### config.mk
export PLATFORM = sky130hd
export DESIGN_NAME = card_supply_aux_clock_control
export DESIGN_NICKNAME = d
export VERILOG_FILES = /design/src/shared/card_ctl_pkg.sv /design/src/core/card_supply_aux_clock_control.sv
export SDC_FILE = /design/constraint.sdc
export NUM_CORES = 1
export LEC_CHECK = 0
export ABC_AREA = 1
export ABC_CLOCK_PERIOD_IN_PS = 2740
export BUFFER_PORTS_ARGS = -buffer_cell sky130_fd_sc_hd__buf_2
export CAP_MARGIN = 20
export CELL_PAD_IN_SITES_DETAIL_PLACEMENT = 1
export CELL_PAD_IN_SITES_GLOBAL_PLACEMENT = 1
export CORE_MARGIN = 4
export CORE_UTILIZATION = 40
export DETAILED_ROUTE_END_ITERATION = 12
export PLACE_DENSITY = 0.87
export SLEW_MARGIN = 20
export SYNTH_ARGS = -nofsm -noshare
export SYNTH_HDL_FRONTEND = slang
export SYNTH_SLANG_ARGS = --single-unit
### constraint.sdc
create_clock -name clock -period 2.74 [get_ports clock]
set_input_delay 0.411 -clock clock [delete_from_list [all_inputs] [get_ports clock]]
set_output_delay 0.411 -clock clock [all_outputs]
set_load 0.005 [all_outputs]
### src/shared/card_ctl_pkg.sv
// Package: constants and carrier types for the card supply, aux line and clock control block
package card_ctl_pkg;

    // ------------------------------------------------------------------
    // Clock divider modes
    // ------------------------------------------------------------------
    typedef enum logic [1:0] {
        DIV_BY_1 = 2'b00,
        DIV_BY_2 = 2'b01,
        DIV_BY_4 = 2'b10,
        DIV_STOP = 2'b11
    } clk_div_t;

    // ------------------------------------------------------------------
    // Power-down sequence states
    // ------------------------------------------------------------------
    typedef enum logic [2:0] {
        PD_IDLE  = 3'b000,
        PD_RST   = 3'b001,
        PD_CLK   = 3'b010,
        PD_IO    = 3'b011,
        PD_VCC   = 3'b100,
        PD_OFF   = 3'b101
    } pd_state_t;

    // ------------------------------------------------------------------
    // Status byte layout
    // ------------------------------------------------------------------
    localparam int STAT_HIGH_ID_BIT = 0;
    localparam int STAT_LOW_ID_BIT  = 1;
    localparam int STAT_LOW_V_BIT   = 2;
    localparam int STAT_OVLD_BIT    = 3;
    localparam int STAT_DET_BIT     = 4;

    // Reset values
    localparam logic [7:0] STATUS_RESET = 8'h00;
    localparam logic [1:0] DIV_CNT_RESET = 2'h0;

    // Power-down step time, converted to clock cycles
    localparam int CLOCK_MHZ        = 25;
    localparam int PD_STEP_NS       = 200;
    localparam int PD_STEP_CYC      = (PD_STEP_NS * CLOCK_MHZ) / 1000;
    localparam logic [7:0] PD_STEP_CNT = 8'(PD_STEP_CYC);

    // Settings from the host command byte
    typedef struct packed {
        logic       supply_on;   // Request card supply on
        clk_div_t   div_mode;    // Card clock rate
        logic       fast_edges;  // Card clock edge speed
        logic       sync_mode;   // Synchronous card in use
        logic       aux_high_wr; // High aux line level written to card
        logic       aux_low_wr;  // Low aux line level written to card
    } card_cfg_t;

    // Analog supervisor inputs
    typedef struct packed {
        logic supply_low;     // At or below low-voltage threshold
        logic supply_ovld;    // Overload detected
        logic supply_ready;   // Startup sequence complete, supply up
        logic card_present;   // Card detect, already filtered
    } supply_mon_t;

endpackage

### src/core/card_supply_aux_clock_control.sv
// Card supply supervision, aux line access and card clock gating
`timescale 1ns/1ps

module card_supply_aux_clock_control
    import card_ctl_pkg::*;
(
    // Clock and reset
    input  wire logic        clock,
    input  wire logic        nrst,
    // Host settings and status access
    input  wire card_cfg_t   cfg,
    input  wire logic        status_rd,
    output logic [7:0]       status,
    output logic             int_n,
    // Supply supervisor and converter control
    input  wire supply_mon_t mon,
    output logic             conv_en,
    output logic             card_rst_low,
    output logic             io_low,
    // Auxiliary lines, open drain, enable low while driving low
    input  wire logic        aux_line_high_id_in,
    output logic             aux_line_high_id_out,
    output logic             aux_line_high_id_oe_n,
    input  wire logic        aux_line_low_id_in,
    output logic             aux_line_low_id_out,
    output logic             aux_line_low_id_oe_n,
    // Card clock
    output logic             card_clock_out,
    output logic             card_clock_fast
);

    // ------------------------------------------------------------------
    // Status flags and interrupt
    // ------------------------------------------------------------------
    logic       low_v_q, low_v_d;
    logic       ovld_q, ovld_d;
    logic       ovld_prev_q, ovld_prev_d;
    logic       det_prev_q, det_prev_d;
    logic       det_seen_q, det_seen_d;
    logic       int_q, int_d;
    logic [7:0] status_q, status_d;
    logic       aux_hi_rd, aux_lo_rd;

    // Aux read value: driven level in sync mode, pin level otherwise
    always_comb
    begin
        aux_hi_rd = cfg.sync_mode ? cfg.aux_high_wr : aux_line_high_id_in;
        aux_lo_rd = cfg.sync_mode ? cfg.aux_low_wr  : aux_line_low_id_in;
    end

    // Sticky flags; a new event in the read cycle wins over the clear
    always_comb
    begin
        ovld_prev_d = mon.supply_ovld;
        det_prev_d  = mon.card_present;
        det_seen_d  = 1'b1; // Arms card detect edges one cycle after reset
        low_v_d     = status_rd ? 1'b0 : low_v_q;
        ovld_d      = status_rd ? 1'b0 : ovld_q;
        int_d       = status_rd ? 1'b0 : int_q;
        if (mon.supply_low)
            low_v_d = 1'b1;
        if (mon.supply_ovld)
            ovld_d = 1'b1;
        // A card already seated at reset release must not look like an insertion
        if ((mon.supply_ovld && !ovld_prev_q)
            || (det_seen_q && (mon.card_present != det_prev_q)))
            int_d = 1'b1;
        status_d = STATUS_RESET;
        status_d[STAT_HIGH_ID_BIT] = aux_hi_rd;
        status_d[STAT_LOW_ID_BIT]  = aux_lo_rd;
        status_d[STAT_LOW_V_BIT]   = low_v_d;
        status_d[STAT_OVLD_BIT]    = ovld_d;
        status_d[STAT_DET_BIT]     = mon.card_present;
    end

    always_ff @(posedge clock or negedge nrst)
    begin
        if (!nrst)
        begin
            low_v_q     <= 1'b0;
            ovld_q      <= 1'b0;
            ovld_prev_q <= 1'b0;
            det_prev_q  <= 1'b0;
            det_seen_q  <= 1'b0;
            int_q       <= 1'b0;
            status_q    <= STATUS_RESET;
        end
        else
        begin
            low_v_q     <= low_v_d;
            ovld_q      <= ovld_d;
            ovld_prev_q <= ovld_prev_d;
            det_prev_q  <= det_prev_d;
            det_seen_q  <= det_seen_d;
            int_q       <= int_d;
            status_q    <= status_d;
        end
    end

    assign status = status_q;
    assign int_n  = ~int_q;

    // ------------------------------------------------------------------
    // Overload power-down sequence
    // ------------------------------------------------------------------
    pd_state_t  pd_q, pd_d;
    logic [7:0] pd_cnt_q, pd_cnt_d;
    logic       conv_q, conv_d;

    // Reset low, clock stop, I/O low, then converter off; step spacing fixed
    always_comb
    begin
        pd_d     = pd_q;
        pd_cnt_d = pd_cnt_q;
        conv_d   = conv_q;
        unique case (pd_q)
            PD_IDLE:
            begin
                conv_d = cfg.supply_on;
                if (mon.supply_ovld && conv_q)
                begin
                    pd_d     = PD_RST;
                    pd_cnt_d = PD_STEP_CNT;
                end
            end
            PD_RST, PD_CLK, PD_IO:
            begin
                if (pd_cnt_q == 8'h00)
                begin
                    pd_d     = pd_state_t'(pd_q + 3'h1);
                    pd_cnt_d = PD_STEP_CNT;
                end
                else
                    pd_cnt_d = pd_cnt_q - 8'h01;
            end
            PD_VCC:
            begin
                conv_d = 1'b0;
                pd_d   = PD_OFF;
            end
            PD_OFF:
            begin
                conv_d = 1'b0;
                if (!cfg.supply_on)
                    pd_d = PD_IDLE; // Host must drop the request to restart
            end
            default:
                pd_d = PD_OFF;
        endcase
    end

    always_ff @(posedge clock or negedge nrst)
    begin
        if (!nrst)
        begin
            pd_q     <= PD_IDLE;
            pd_cnt_q <= 8'h00;
            conv_q   <= 1'b0;
        end
        else
        begin
            pd_q     <= pd_d;
            pd_cnt_q <= pd_cnt_d;
            conv_q   <= conv_d;
        end
    end

    assign conv_en      = conv_q;
    assign card_rst_low = (pd_q != PD_IDLE);
    assign io_low       = (pd_q >= PD_IO);

    // Aux lines: open drain pulls low only when writing a zero in sync mode
    assign aux_line_high_id_out  = 1'b0;
    assign aux_line_high_id_oe_n = ~(cfg.sync_mode && !cfg.aux_high_wr && conv_q);
    assign aux_line_low_id_out   = 1'b0;
    assign aux_line_low_id_oe_n  = ~(cfg.sync_mode && !cfg.aux_low_wr && conv_q);

    // ------------------------------------------------------------------
    // Card clock selection and gating
    // ------------------------------------------------------------------
    logic [1:0] div_cnt_q, div_cnt_d;
    logic       clk_q, clk_d;
    logic       fast_q, fast_d;
    logic       clk_run;

    assign clk_run = conv_q && mon.supply_ready && (pd_q < PD_CLK);

    // Toggle output at enable rate; divide by one follows the cycle parity
    always_comb
    begin
        div_cnt_d = div_cnt_q + 2'h1;
        fast_d    = cfg.fast_edges;
        clk_d     = clk_q;
        unique case (cfg.div_mode)
            DIV_BY_1: clk_d = ~clk_q;
            DIV_BY_2: clk_d = div_cnt_q[0] ? ~clk_q : clk_q;
            DIV_BY_4: clk_d = (div_cnt_q == 2'h3) ? ~clk_q : clk_q;
            DIV_STOP: clk_d = 1'b0;
        endcase
        if (!clk_run)
        begin
            clk_d     = 1'b0;
            div_cnt_d = DIV_CNT_RESET;
        end
    end

    always_ff @(posedge clock or negedge nrst)
    begin
        if (!nrst)
        begin
            div_cnt_q <= DIV_CNT_RESET;
            clk_q     <= 1'b0;
            fast_q    <= 1'b0;
        end
        else
        begin
            div_cnt_q <= div_cnt_d;
            clk_q     <= clk_d;
            fast_q    <= fast_d;
        end
    end

    assign card_clock_out  = clk_q;
    assign card_clock_fast = fast_q;

endmodule

# ---- Word-level counts from Yosys, hierarchy flattened
# Cells that the tools add are included.
dict set report totals {
  register_bits 27
  input_bits 16
  output_inout_bits 18
  wordCells 83
}
dict set report classes {
  addsub 3
  order_cmp 2
  n_eq_ne 15
  muxes 21
  n_bitwise 4
  reduce_logical 25
}
# cell count
set ops {}
lappend ops {{$mux W8} 2}
lappend ops {{$pmux W8 S2} 1}
lappend ops {{$mux W1} 11}
lappend ops {{$logic_and A1 B1 Y1} 9}
lappend ops {{$mux W3} 3}
lappend ops {{$pmux W3 S3} 1}
lappend ops {{$logic_not A8 Y1} 1}
lappend ops {{$sub A8 B1 Y8 const B} 1}
lappend ops {{$eq A2 B2 Y1 const B} 3}
lappend ops {{$eq A3 B2 Y1 const B} 2}
lappend ops {{$eq A3 B3 Y1 const B} 2}
lappend ops {{$ne A2 B2 Y1 const B} 3}
lappend ops {{$ne A3 B3 Y1 const B} 2}
lappend ops {{$reduce_bool A2 Y1} 3}
lappend ops {{$not A1 Y1} 4}
lappend ops {{$pmux W1 S4} 1}
lappend ops {{$reduce_and A2 Y1} 2}
lappend ops {{$add A3 B1 Y3 const B} 1}
lappend ops {{$eq A3 B1 Y1 const B} 1}
lappend ops {{$ge A3 B2 Y1 const B} 1}
lappend ops {{$logic_not A1 Y1} 3}
lappend ops {{$logic_not A3 Y1} 1}
lappend ops {{$lt A3 B2 Y1 const B} 1}
lappend ops {{$reduce_and A3 Y1} 1}
lappend ops {{10 further kinds} 10}

# ---- Depth between registers and ports, before layout
# Gate-level depths: netlist (run 1).
dict set report depth {
  word_depth 4
  depth_mapped 11
}

# ---- Worst setup path after synthesis (run 1)
# No wires, ideal clock.
dict set report synth_path {
  path_kind {register to register}
  startpoint {register pd_q[1]}
  endpoint {register pd_cnt_q[7]}
  setup_time_ps 119
  arrival_ps 1293
  required_time_ps 2621
  path_slack_ps 1328
  path_stages_with_launch 12
  path_buffers 2
  cell_sequence {dfrtp_1 -> buf_4 -> inv_2 -> ha_1 -> inv_1 -> nand2_1 -> nand3_1 -> nand2_2 -> buf_6 -> nand3_2 -> nand2_1 -> nor2_1}
}
dict set report synth_via {
  elab_chain_cells 4
  elab_cells_between_ends 9
  cone_classes {eq/ne (4); mux (1); reduce/logical (4)}
}
# item line_no
set synth_lines {}
lappend synth_lines {{start: declaration} card_supply_aux_clock_control.sv:106} ;# pd_state_t pd_q, pd_d;
lappend synth_lines {{start signal: assignment} card_supply_aux_clock_control.sv:162} ;# pd_q <= pd_d;
lappend synth_lines {{$eq A3 B1 Y1 or $eq A3 B2 Y1 (tied branches)} card_supply_aux_clock_control.sv:116} ;# unique case (pd_q)
lappend synth_lines {{$reduce_or A3 Y1} card_supply_aux_clock_control.sv:116}
lappend synth_lines {{$reduce_bool A2 Y1 (no source line)} -}
lappend synth_lines {{$reduce_and A2 Y1 (no source line)} -}
lappend synth_lines {{end signal: assignment} card_supply_aux_clock_control.sv:163} ;# pd_cnt_q <= pd_cnt_d;
lappend synth_lines {{end: declaration} card_supply_aux_clock_control.sv:107} ;# logic [7:0] pd_cnt_q, pd_cnt_d;
# Parallel ways exist; a longest one is shown, timed or not.
# A chain may end at the register's enable or synchronous reset.

# ---- Worst setup path after layout (run 1)
dict set report layout_path {
  startpoint {register pd_q[1]}
  endpoint {output card_rst_low}
}
dict set report layout_via {
  elab_chain_cells 1
}
# item line_no
set layout_lines {}
lappend layout_lines {{$reduce_bool A3 Y1} card_supply_aux_clock_control.sv:169} ;# assign card_rst_low = (pd_q != PD_IDLE);
lappend layout_lines {{end: declaration} card_supply_aux_clock_control.sv:18} ;# output logic card_rst_low,
# Every way passes these cells.

==> out/results.tsv, run 1 <==
metric	value	unit
first_pass_iters	4	
dr_total_vias	1182	
cts-root-buf	clkbuf_4	
routedWlPerCell	13.43	µm
grt_pass1_vias	1310	
cp_slowest_cell	dfrtp_1	
avgSynthCellArea	7.836	µm²
dp_cells	241	
synth_area	1371	µm²
h-tree-depth	1	
grt_pass1_wl	5.920	mm
cp.required	2.33	ns
core	3153	µm²
clkTransAtPathRegs	0.13	ns
cap_viol_max_count	0	
fp-row-count	20	
dieArea	4429	µm²
maxSlewViolCount	0	
crit_chain	inv_2 -> ha_1 -> nand2_2 -> buf_2	
die_w	66.55	µm
wl	3.290	mm
min_period	1.823	ns
diodes	0	
cp_slowest_stage_delay	0.52	ns
grt_start_max_net_pins	25	
r2r_slack	1.12	ns
cts_tree	built	
dp_hpwl	2.720	mm
period_share	66.52	%
numPortBuffers	28	
power_density	938.7	nW/µm²
hold_path.class	primary input to asynchronous set/reset pin	
slew_headroom	64.54	%
globalplace.congestion	0.9668	
grt_antenna_before_repair	0	
clock_sinks	24	
cts.repair.resized	0	
fin_setup_tns	0	ns
synthCells	175	
r2r-end	pd_cnt_q[6]	
detail-route-antenna-nets	0	
final-setup-viol-count	0	
ir_worst_vdd	303.2	µV
max_freq	548.6	MHz
cts_buffer_depth	2	
synth_seq_cells	24	
rr_startpoint	pd_q[1]	
drtIter0Drc	39	
gr-usage-all-layers	17.60	%
ff2ff_path_depth	9	
ios	34	
crit_path_start_kind	flip-flop	
ys_seq_area_share	43.80	%
rsz0062_at_grt	false	
postCtsSetupBuffers	0	
crit_arrival	1.41	ns
path_delay_family	flip-flops	
p_leak	0.0008459	µW
start_util	43.49	%
grt.overflow.total	0	
status	finished clean	
cp-end-kind	output port	
finClkSkew	0.002349	ns
fin_cells	245	
hold_buffers	0	
final_util	48.81	%
synthDistinctLibCells	25	
drive_above_1_share	22.39	%
clock_latency	0.32	ns
numCtsBuffers	3	
worst_pin_slew	0.5320	ns
dieHeight	66.55	µm
areaGrowthSynthToFinish	12.23	%
hold_viol	0	
worstPathMaxFanout	9	
viasPerCell	4.824	
path_class	flip-flop to output port	
critPathBufInv	2	
final_nets	224	
yosys_warnings	0	
post-route-drc-count	0	
==> cells by family (layout without fill, tap and decap cells) <==
family / count (synthesis) / in the layout / synth area share, %
AND/OR/NAND/NOR: 89 / 89 / 28.65
buffers and inverters: 37 / 59 / 13.14
flip-flops: 24 / 24 / 43.80
AO/OA/AOI/OAI: 17 / 17 / 8.395
adder cells (fa/ha/maj): 6 / 6 / 5.474
other: 2 / 6 / 0.5476
==> per-layer routing <==
metal | up-vias | track usage (%) | part of all wire [%]
met5 | - | 0 | 0
met4 | 0 | 7.360 | 1.6
met3 | 4 | 1.855 | 3.3
met2 | 20 | 33.91 | 54
met1 | 573 | 19.13 | 41
li1 | 585 | - | -
==> how the worst max path moves through the flow <==
stage / start / endpoint / depth (start not counted)
after CTS: pd_q[1] / card_rst_low / 4
final: pd_q[1] / card_rst_low / 4
after floorplan: pd_q[1] / pd_cnt_q[7] / 11
after global placement: pd_q[1] / pd_cnt_q[6] / 9
after global routing: pd_q[1] / card_rst_low / 4
after detailed placement: pd_q[1] / pd_cnt_q[6] / 9
==> state kept, by name, summed over array words and instances, names as in the netlist, named ones only <==
name             cells
ovld_prev_q          1
int_q                1
card_clock_fast      1
pd_cnt_q             8
det_seen_q           1
conv_en              1
pd_q                 2
status               5
card_clock_out       1
div_cnt_q            2
==> cell usage after synthesis <==
cell	n	area share [%]
conb_1	2	0.55
o21ai_2	2	1.3
nor3_1	2	0.73
inv_1	24	6.6
o21ai_1	2	0.73
nand4_1	5	2.3
o221ai_1	1	0.64
o211ai_1	1	0.55
buf_4	9	4.9
or2_2	1	0.46
dfrtp_1	24	44
a21oi_1	3	1.1
o21ai_0	5	1.8
a211oi_1	1	0.55
nand2_2	4	1.8
nand2_1	39	11
nand3b_1	1	0.55
nor2_1	23	6.3
a21oi_4	1	1.2
ha_1	6	5.5
buf_6	1	0.82
o21bai_1	1	0.55
nand3_1	12	4.4
inv_2	3	0.82
nand3_2	2	1.5
==> report_power, final <==
part	internal, µW	leakage [µW]	switching (µW)
clock network	81.3	0.0000210	108
logic	246	0.000530	480
registers	441	0.000295	88.1
total	768	0.000846	676
==> layout by cell type, fill, tap and decap left out <==
cell type  count
nand3_1       12
buf_2         28
nand2_2        4
o21bai_1       1
a21oi_4        1
or2_2          1
nor3_1         2
o221ai_1       1
dfrtp_1       24
clkbuf_8       1
inv_2          3
a21oi_1        3
nand2_1       39
nand3_2        2
ha_1           6
nor2_1        23
o21ai_0        5
nand3b_1       1
o21ai_1        2
inv_1         24
conb_1         6
nand4_1        5
a211oi_1       1
o211ai_1       1
clkbuf_4       3
o21ai_2        2
==> stage by stage <==
stage	hold slack [ns]	power, µW	worst slack [ns]	cell area (µm²)
CTS	0.06587	1459	0.9055	1539
finish	0.05049	1445	0.9173	1539
detailed placement	0.4320	1263	1.148	1503
global placement	0.4195	1198	1.244	1503
floorplan	0.1154	1076	1.328	1386
global route	0.08237	1608	0.8072	1539
==> layout make-up <==
type	count	area, µm²
repair buffers	28	140.1
flip-flops and latches	24	600.6
multi-input cells	118	605.6
inverters	27	101.3
fillers	425	1614
clock buffers	4	36.28
well taps	44	55.05
Power figures use the tool's default switching activity.
==> run 2, diff against run 1 <==
- ABC_CLOCK_PERIOD_IN_PS: 2740 -> 1860
- CORE_UTILIZATION: 40 -> 38
- PLACE_DENSITY: 0.87 -> 0.84
- clock period: 2.74 -> 1.86 ns (I/O delays scaled with it)
==> run 2 against run 1 <==
Via count decreased by 1.5%. Routed wire length decreased by 5.1%. Critical path depth unchanged. Non-clock buffer count increased by 1. Global-route usage decreased by 2.2 points. Critical path type unchanged.
==> out/results.tsv, run 2 (synthesis results as in run 1) <==
metric	value	unit
status	finished clean	
crit_end	card_rst_low	
first_pass_iters	4	
grt_antenna_before_repair	0	
top_register	pd_cnt_q	
path_class	flip-flop to output port	
dr_total_vias	1164	
dieArea	4634	µm²
clock_sinks	24	
placedInstanceArea	1505	µm²
final-setup-viol-count	0	
r2r_slack	0.22	ns
drtIter0Drc	47	
final_cell_area	1538	µm²
h-tree-depth	1	
p_leak	0.0008429	µW
viasPerCell	4.713	
ff2ff_path_depth	9	
dp_hpwl	2.452	mm
drive_above_1_share	21.89	%
hold_path.class	primary input to flip-flop	
die_w	68.07	µm
cts-root-buf	clkbuf_4	
cts_buffer_depth	2	
largest_reg_flops	8	
cap_viol_max_count	0	
crit_arrival	1.44	ns
cp-end-kind	output port	
routedWlPerCell	12.64	µm
period_share	92.44	%
final_cell_mix	39 x nand2_1, 28 x buf_2, 24 x inv_1, 24 x dfrtp_1, 23 x nor2_1	
final_nets	225	
cp.required	1.58	ns
maxSlewViolCount	0	
rr_startpoint	pd_q[1]	
diodes	0	
grt_pass1_vias	1176	
cts_tree	built	
detail-route-antenna-nets	0	
dieHeight	68.07	µm
hold_viol	0	
numPortBuffers	28	
startpoint	pd_q[1]	
grt.overflow.total	0	
min_period	1.719	ns
grt_pass1_wl	5.313	mm
ios	34	
globalplace.congestion	0.8456	
gr-usage-all-layers	15.41	%
areaGrowthSynthToFinish	12.13	%
wl	3.123	mm
ir_worst_vdd	405.5	µV
numCtsBuffers	3	
clock_latency	0.33	ns
rsz0062_at_grt	false	
final_common_cell	nand2_1	
slew_headroom	63.61	%
max_freq	581.6	MHz
clkTransAtPathRegs	0.13	ns
grt_start_max_net_pins	25	
core	3416	µm²
fin_setup_tns	0	ns
whs	0.04930	ns
fp-row-count	21	
crit_path_start_kind	flip-flop	
worstPathMaxFanout	9	
fillCellCount	454	
post-route-drc-count	0	
finClkSkew	0.004956	ns
worst_pin_slew	0.5459	ns
r2r-end	pd_cnt_q[6]	
start_util	40.15	%
power_density	1342	nW/µm²
## run 2: changes by cell type in the layout (fill, tap and decap cells not counted)
| cell | previous run | this run |
|---|---|---|
| clkbuf_8 | 1 | 0 |
| dlygate4sd3_1 | 0 | 1 |
## run 2: cell type report
cell class	instances	area (µm²)	area share, %
clock buffers	3	22.52	1.465
inverters	27	101.3	6.591
multi-input cells	118	605.6	39.38
flip-flops and latches	24	600.6	39.06
well taps	46	57.56	3.743
repair buffers	29	150.1	9.764
## run 2: timing repair
item,in CTS,in global routing
hold endpoints to repair,24,0
buffers inserted,0,0
hold buffers,1,0
resized for setup,0,0
## run 2: metrics by stage
stage | instances | setup slack (ns) | total power, µW | util [%]
floorplan | 179 | 0.4483 | 1585 | -
global placement | 243 | 0.2762 | 1795 | 44.07
detailed placement | 243 | 0.2382 | 1844 | 44.07
CTS | 247 | 0.1242 | 2090 | 45.02
global route | 247 | 0.01190 | 2278 | 45.02
finish | 247 | 0.1407 | 2064 | 45.02
## run 2: how the worst min path moves through the flow
stage / from / endpoint / cells past startpoint
CTS: cfg[3] / card_clock_fast / 1
global placement: nrst / div_cnt_q[0] / 1
detailed placement: nrst / div_cnt_q[0] / 1
finish: cfg[3] / card_clock_fast / 1
global route: cfg[3] / card_clock_fast / 1
floorplan: nrst / asynchronous set/reset pin / 0
## run 2: critical path, cell delays in order (launching register included)
cell,delay [ns]
dfrtp_1,0.52
inv_2,0.10
ha_1,0.23
nand2_2,0.13
buf_2,0.13
## run 2: power breakdown
group          leakage (µW)  internal, µW  switching (µW)  total, µW
logic              0.000534           362             689       1050
clock network     0.0000138          76.2             162        238
registers          0.000295           650             125        774
## run 2: per-layer routing
metal	global-route usage [%]	routed length, µm
met1	19.19	1395
met5	0	0
met4	7.444	72
met2	26.35	1523
met3	1.642	132
==> run 3, diff against run 2 <==
- PLACE_DENSITY: 0.84 -> unset
- PLACE_DENSITY_LB_ADDON: unset -> 0.1
==> run 3 against run 2 <==
Via count increased by 1.5%. Count of clock-buffer cells in the layout unchanged. Clock power increased by 63%. Total power increased by 7.8%. Sequential share of layout area decreased by 0.93 points. Design area increased by 2.4%. Register-to-register slack improved by 0.04 ns. First-iteration DRC count increased by 43%. Sequential power about the same. Critical endpoint unchanged. Largest cell class unchanged. Largest power group unchanged. Highest routed layer unchanged.
==> out/results.tsv, run 3 (synthesis results as in run 1) <==
metric	value	unit
routedWlPerCell	12.31	µm
fin_ws	0.1568	ns
status	finished clean	
grt_start_max_net_pins	25	
min_period	1.703	ns
maxSlewViolCount	0	
areaGrowthSynthToFinish	14.87	%
final-setup-viol-count	0	
hold_path.class	primary input to flip-flop	
final_common_cell	nand2_1	
critPathBufInv	2	
detail-route-antenna-nets	0	
dp_hpwl	2.413	mm
slew_headroom	61.30	%
diodes	0	
cts-root-buf	clkbuf_4	
worst_pin_slew	0.5805	ns
globalplace.congestion	0.9418	
ir_worst_vdd	629.5	µV
worstHoldStart	cfg[3]	
ff2ff_path_depth	8	
crit_arrival	1.42	ns
r2r_slack	0.26	ns
fp-row-count	21	
dr_total_vias	1181	
final_nets	226	
clkTransAtPathRegs	0.15	ns
cap_viol_max_count	0	
grt_antenna_before_repair	0	
dieArea	4634	µm²
drtIter0Drc	67	
cts_buffer_depth	2	
period_share	91.57	%
startpoint	pd_q[1]	
cp_slowest_cell	dfrtp_1	
fin_setup_tns	0	ns
rr_startpoint	pd_q[1]	
cp_slowest_stage_delay	0.52	ns
cp.required	1.58	ns
h-tree-depth	1	
post-route-drc-count	0	
start_util	40.15	%
core	3416	µm²
hold_viol	0	
max_freq	587.1	MHz
hold_path_end	card_clock_fast	
first_pass_iters	4	
grt_pass1_wl	5.575	mm
dpl_worst_slack	0.2686	ns
final_cell_mix	39 x nand2_1, 28 x buf_2, 24 x inv_1, 24 x dfrtp_1, 23 x nor2_1	
clock_sinks	24	
grt_pass1_vias	1280	
cts.repair.resized	0	
clock_latency	0.32	ns
dieHeight	68.07	µm
die_w	68.07	µm
ios	34	
cts_tree	built	
grt.overflow.total	0	
r2r-end	pd_cnt_q[2]	
drive_above_1_share	22.66	%
gr-usage-all-layers	15.70	%
p_leak	0.0008619	µW
largest_reg_flops	8	
crit_path_start_kind	flip-flop	
wl	3.065	mm
power_density	1412	nW/µm²
path_class	flip-flop to output port	
rsz0062_at_grt	false	
cp-end-kind	output port	
crit_chain	inv_2 -> ha_1 -> nand2_2 -> buf_2	
numCtsBuffers	3	
viasPerCell	4.743	
fillCellCount	444	
path_delay_family	flip-flops	
hold_depth	1	
finClkSkew	0.01039	ns
top_register	pd_cnt_q	
numPortBuffers	28	
worstPathMaxFanout	9	
[run 3: layer usage]
layer / share of wire [%] / global-route usage (%) / wire [µm]
met1: 47 / 19.26 / 1432
met5: 0 / 0 / 0
met2: 48 / 28.28 / 1473
met3: 4.4 / 2.299 / 134
met4: 0.75 / 4.467 / 23
[run 3: where the power goes]
group          leakage, µW  total [µW]  switching, µW  internal, µW
sequential        0.000295         772            122           650
clock            0.0000279         387            169           218
combinational     0.000539        1070            688           378
[run 3: worst max-delay path by stage]
stage | slack [ns] | depth (start not counted) | to
detailed placement | 0.27 | 8 | pd_cnt_q[2]
global route | 0.03 | 4 | card_rst_low
finish | 0.16 | 4 | card_rst_low
floorplan | 0.45 | 11 | pd_cnt_q[7]
global placement | 0.33 | 10 | pd_cnt_q[5]
CTS | 0.16 | 4 | card_rst_low
[run 3: worst reg2reg max path, cell delays in order (launching register included)]
cell     delay (ns)
dfrtp_1        0.52
inv_2          0.10
ha_1           0.21
inv_1          0.08
nand2_1        0.06
nand3_1        0.07
nand2_2        0.18
nand2_2        0.18
nand3_1        0.10
[run 3: final cells by class]
| type | instances | area (µm²) | area share [%] |
|---|---|---|---|
| multi-input combinational | 118 | 605.6 | 38.44 |
| clock buffer | 3 | 22.52 | 1.430 |
| clock inverter | 1 | 30.03 | 1.906 |
| sequential | 24 | 600.6 | 38.13 |
| inverter | 27 | 101.3 | 6.434 |
| tap | 46 | 57.56 | 3.654 |
| timing repair buffer | 30 | 157.7 | 10.01 |
[run 3: timing repair]
action | in CTS | in global routing
hold buffers | 1 | 0
hold endpoints to repair | 24 | 0
buffers inserted | 0 | 0
[run 3: per-stage QoR]
step / power, µW / area (µm²) / utilization [%] / cells / hold slack, ns
floorplan: 1585 / 1386 / - / 179 / -0.01659
global placement: 1811 / 1513 / 44.29 / 244 / 0.2995
detailed placement: 1864 / 1513 / 44.29 / 244 / 0.3143
CTS: 2257 / 1575 / 46.12 / 249 / 0.04649
global route: 2478 / 1575 / 46.12 / 249 / 0.03987
finish: 2225 / 1575 / 46.12 / 249 / 0.04827
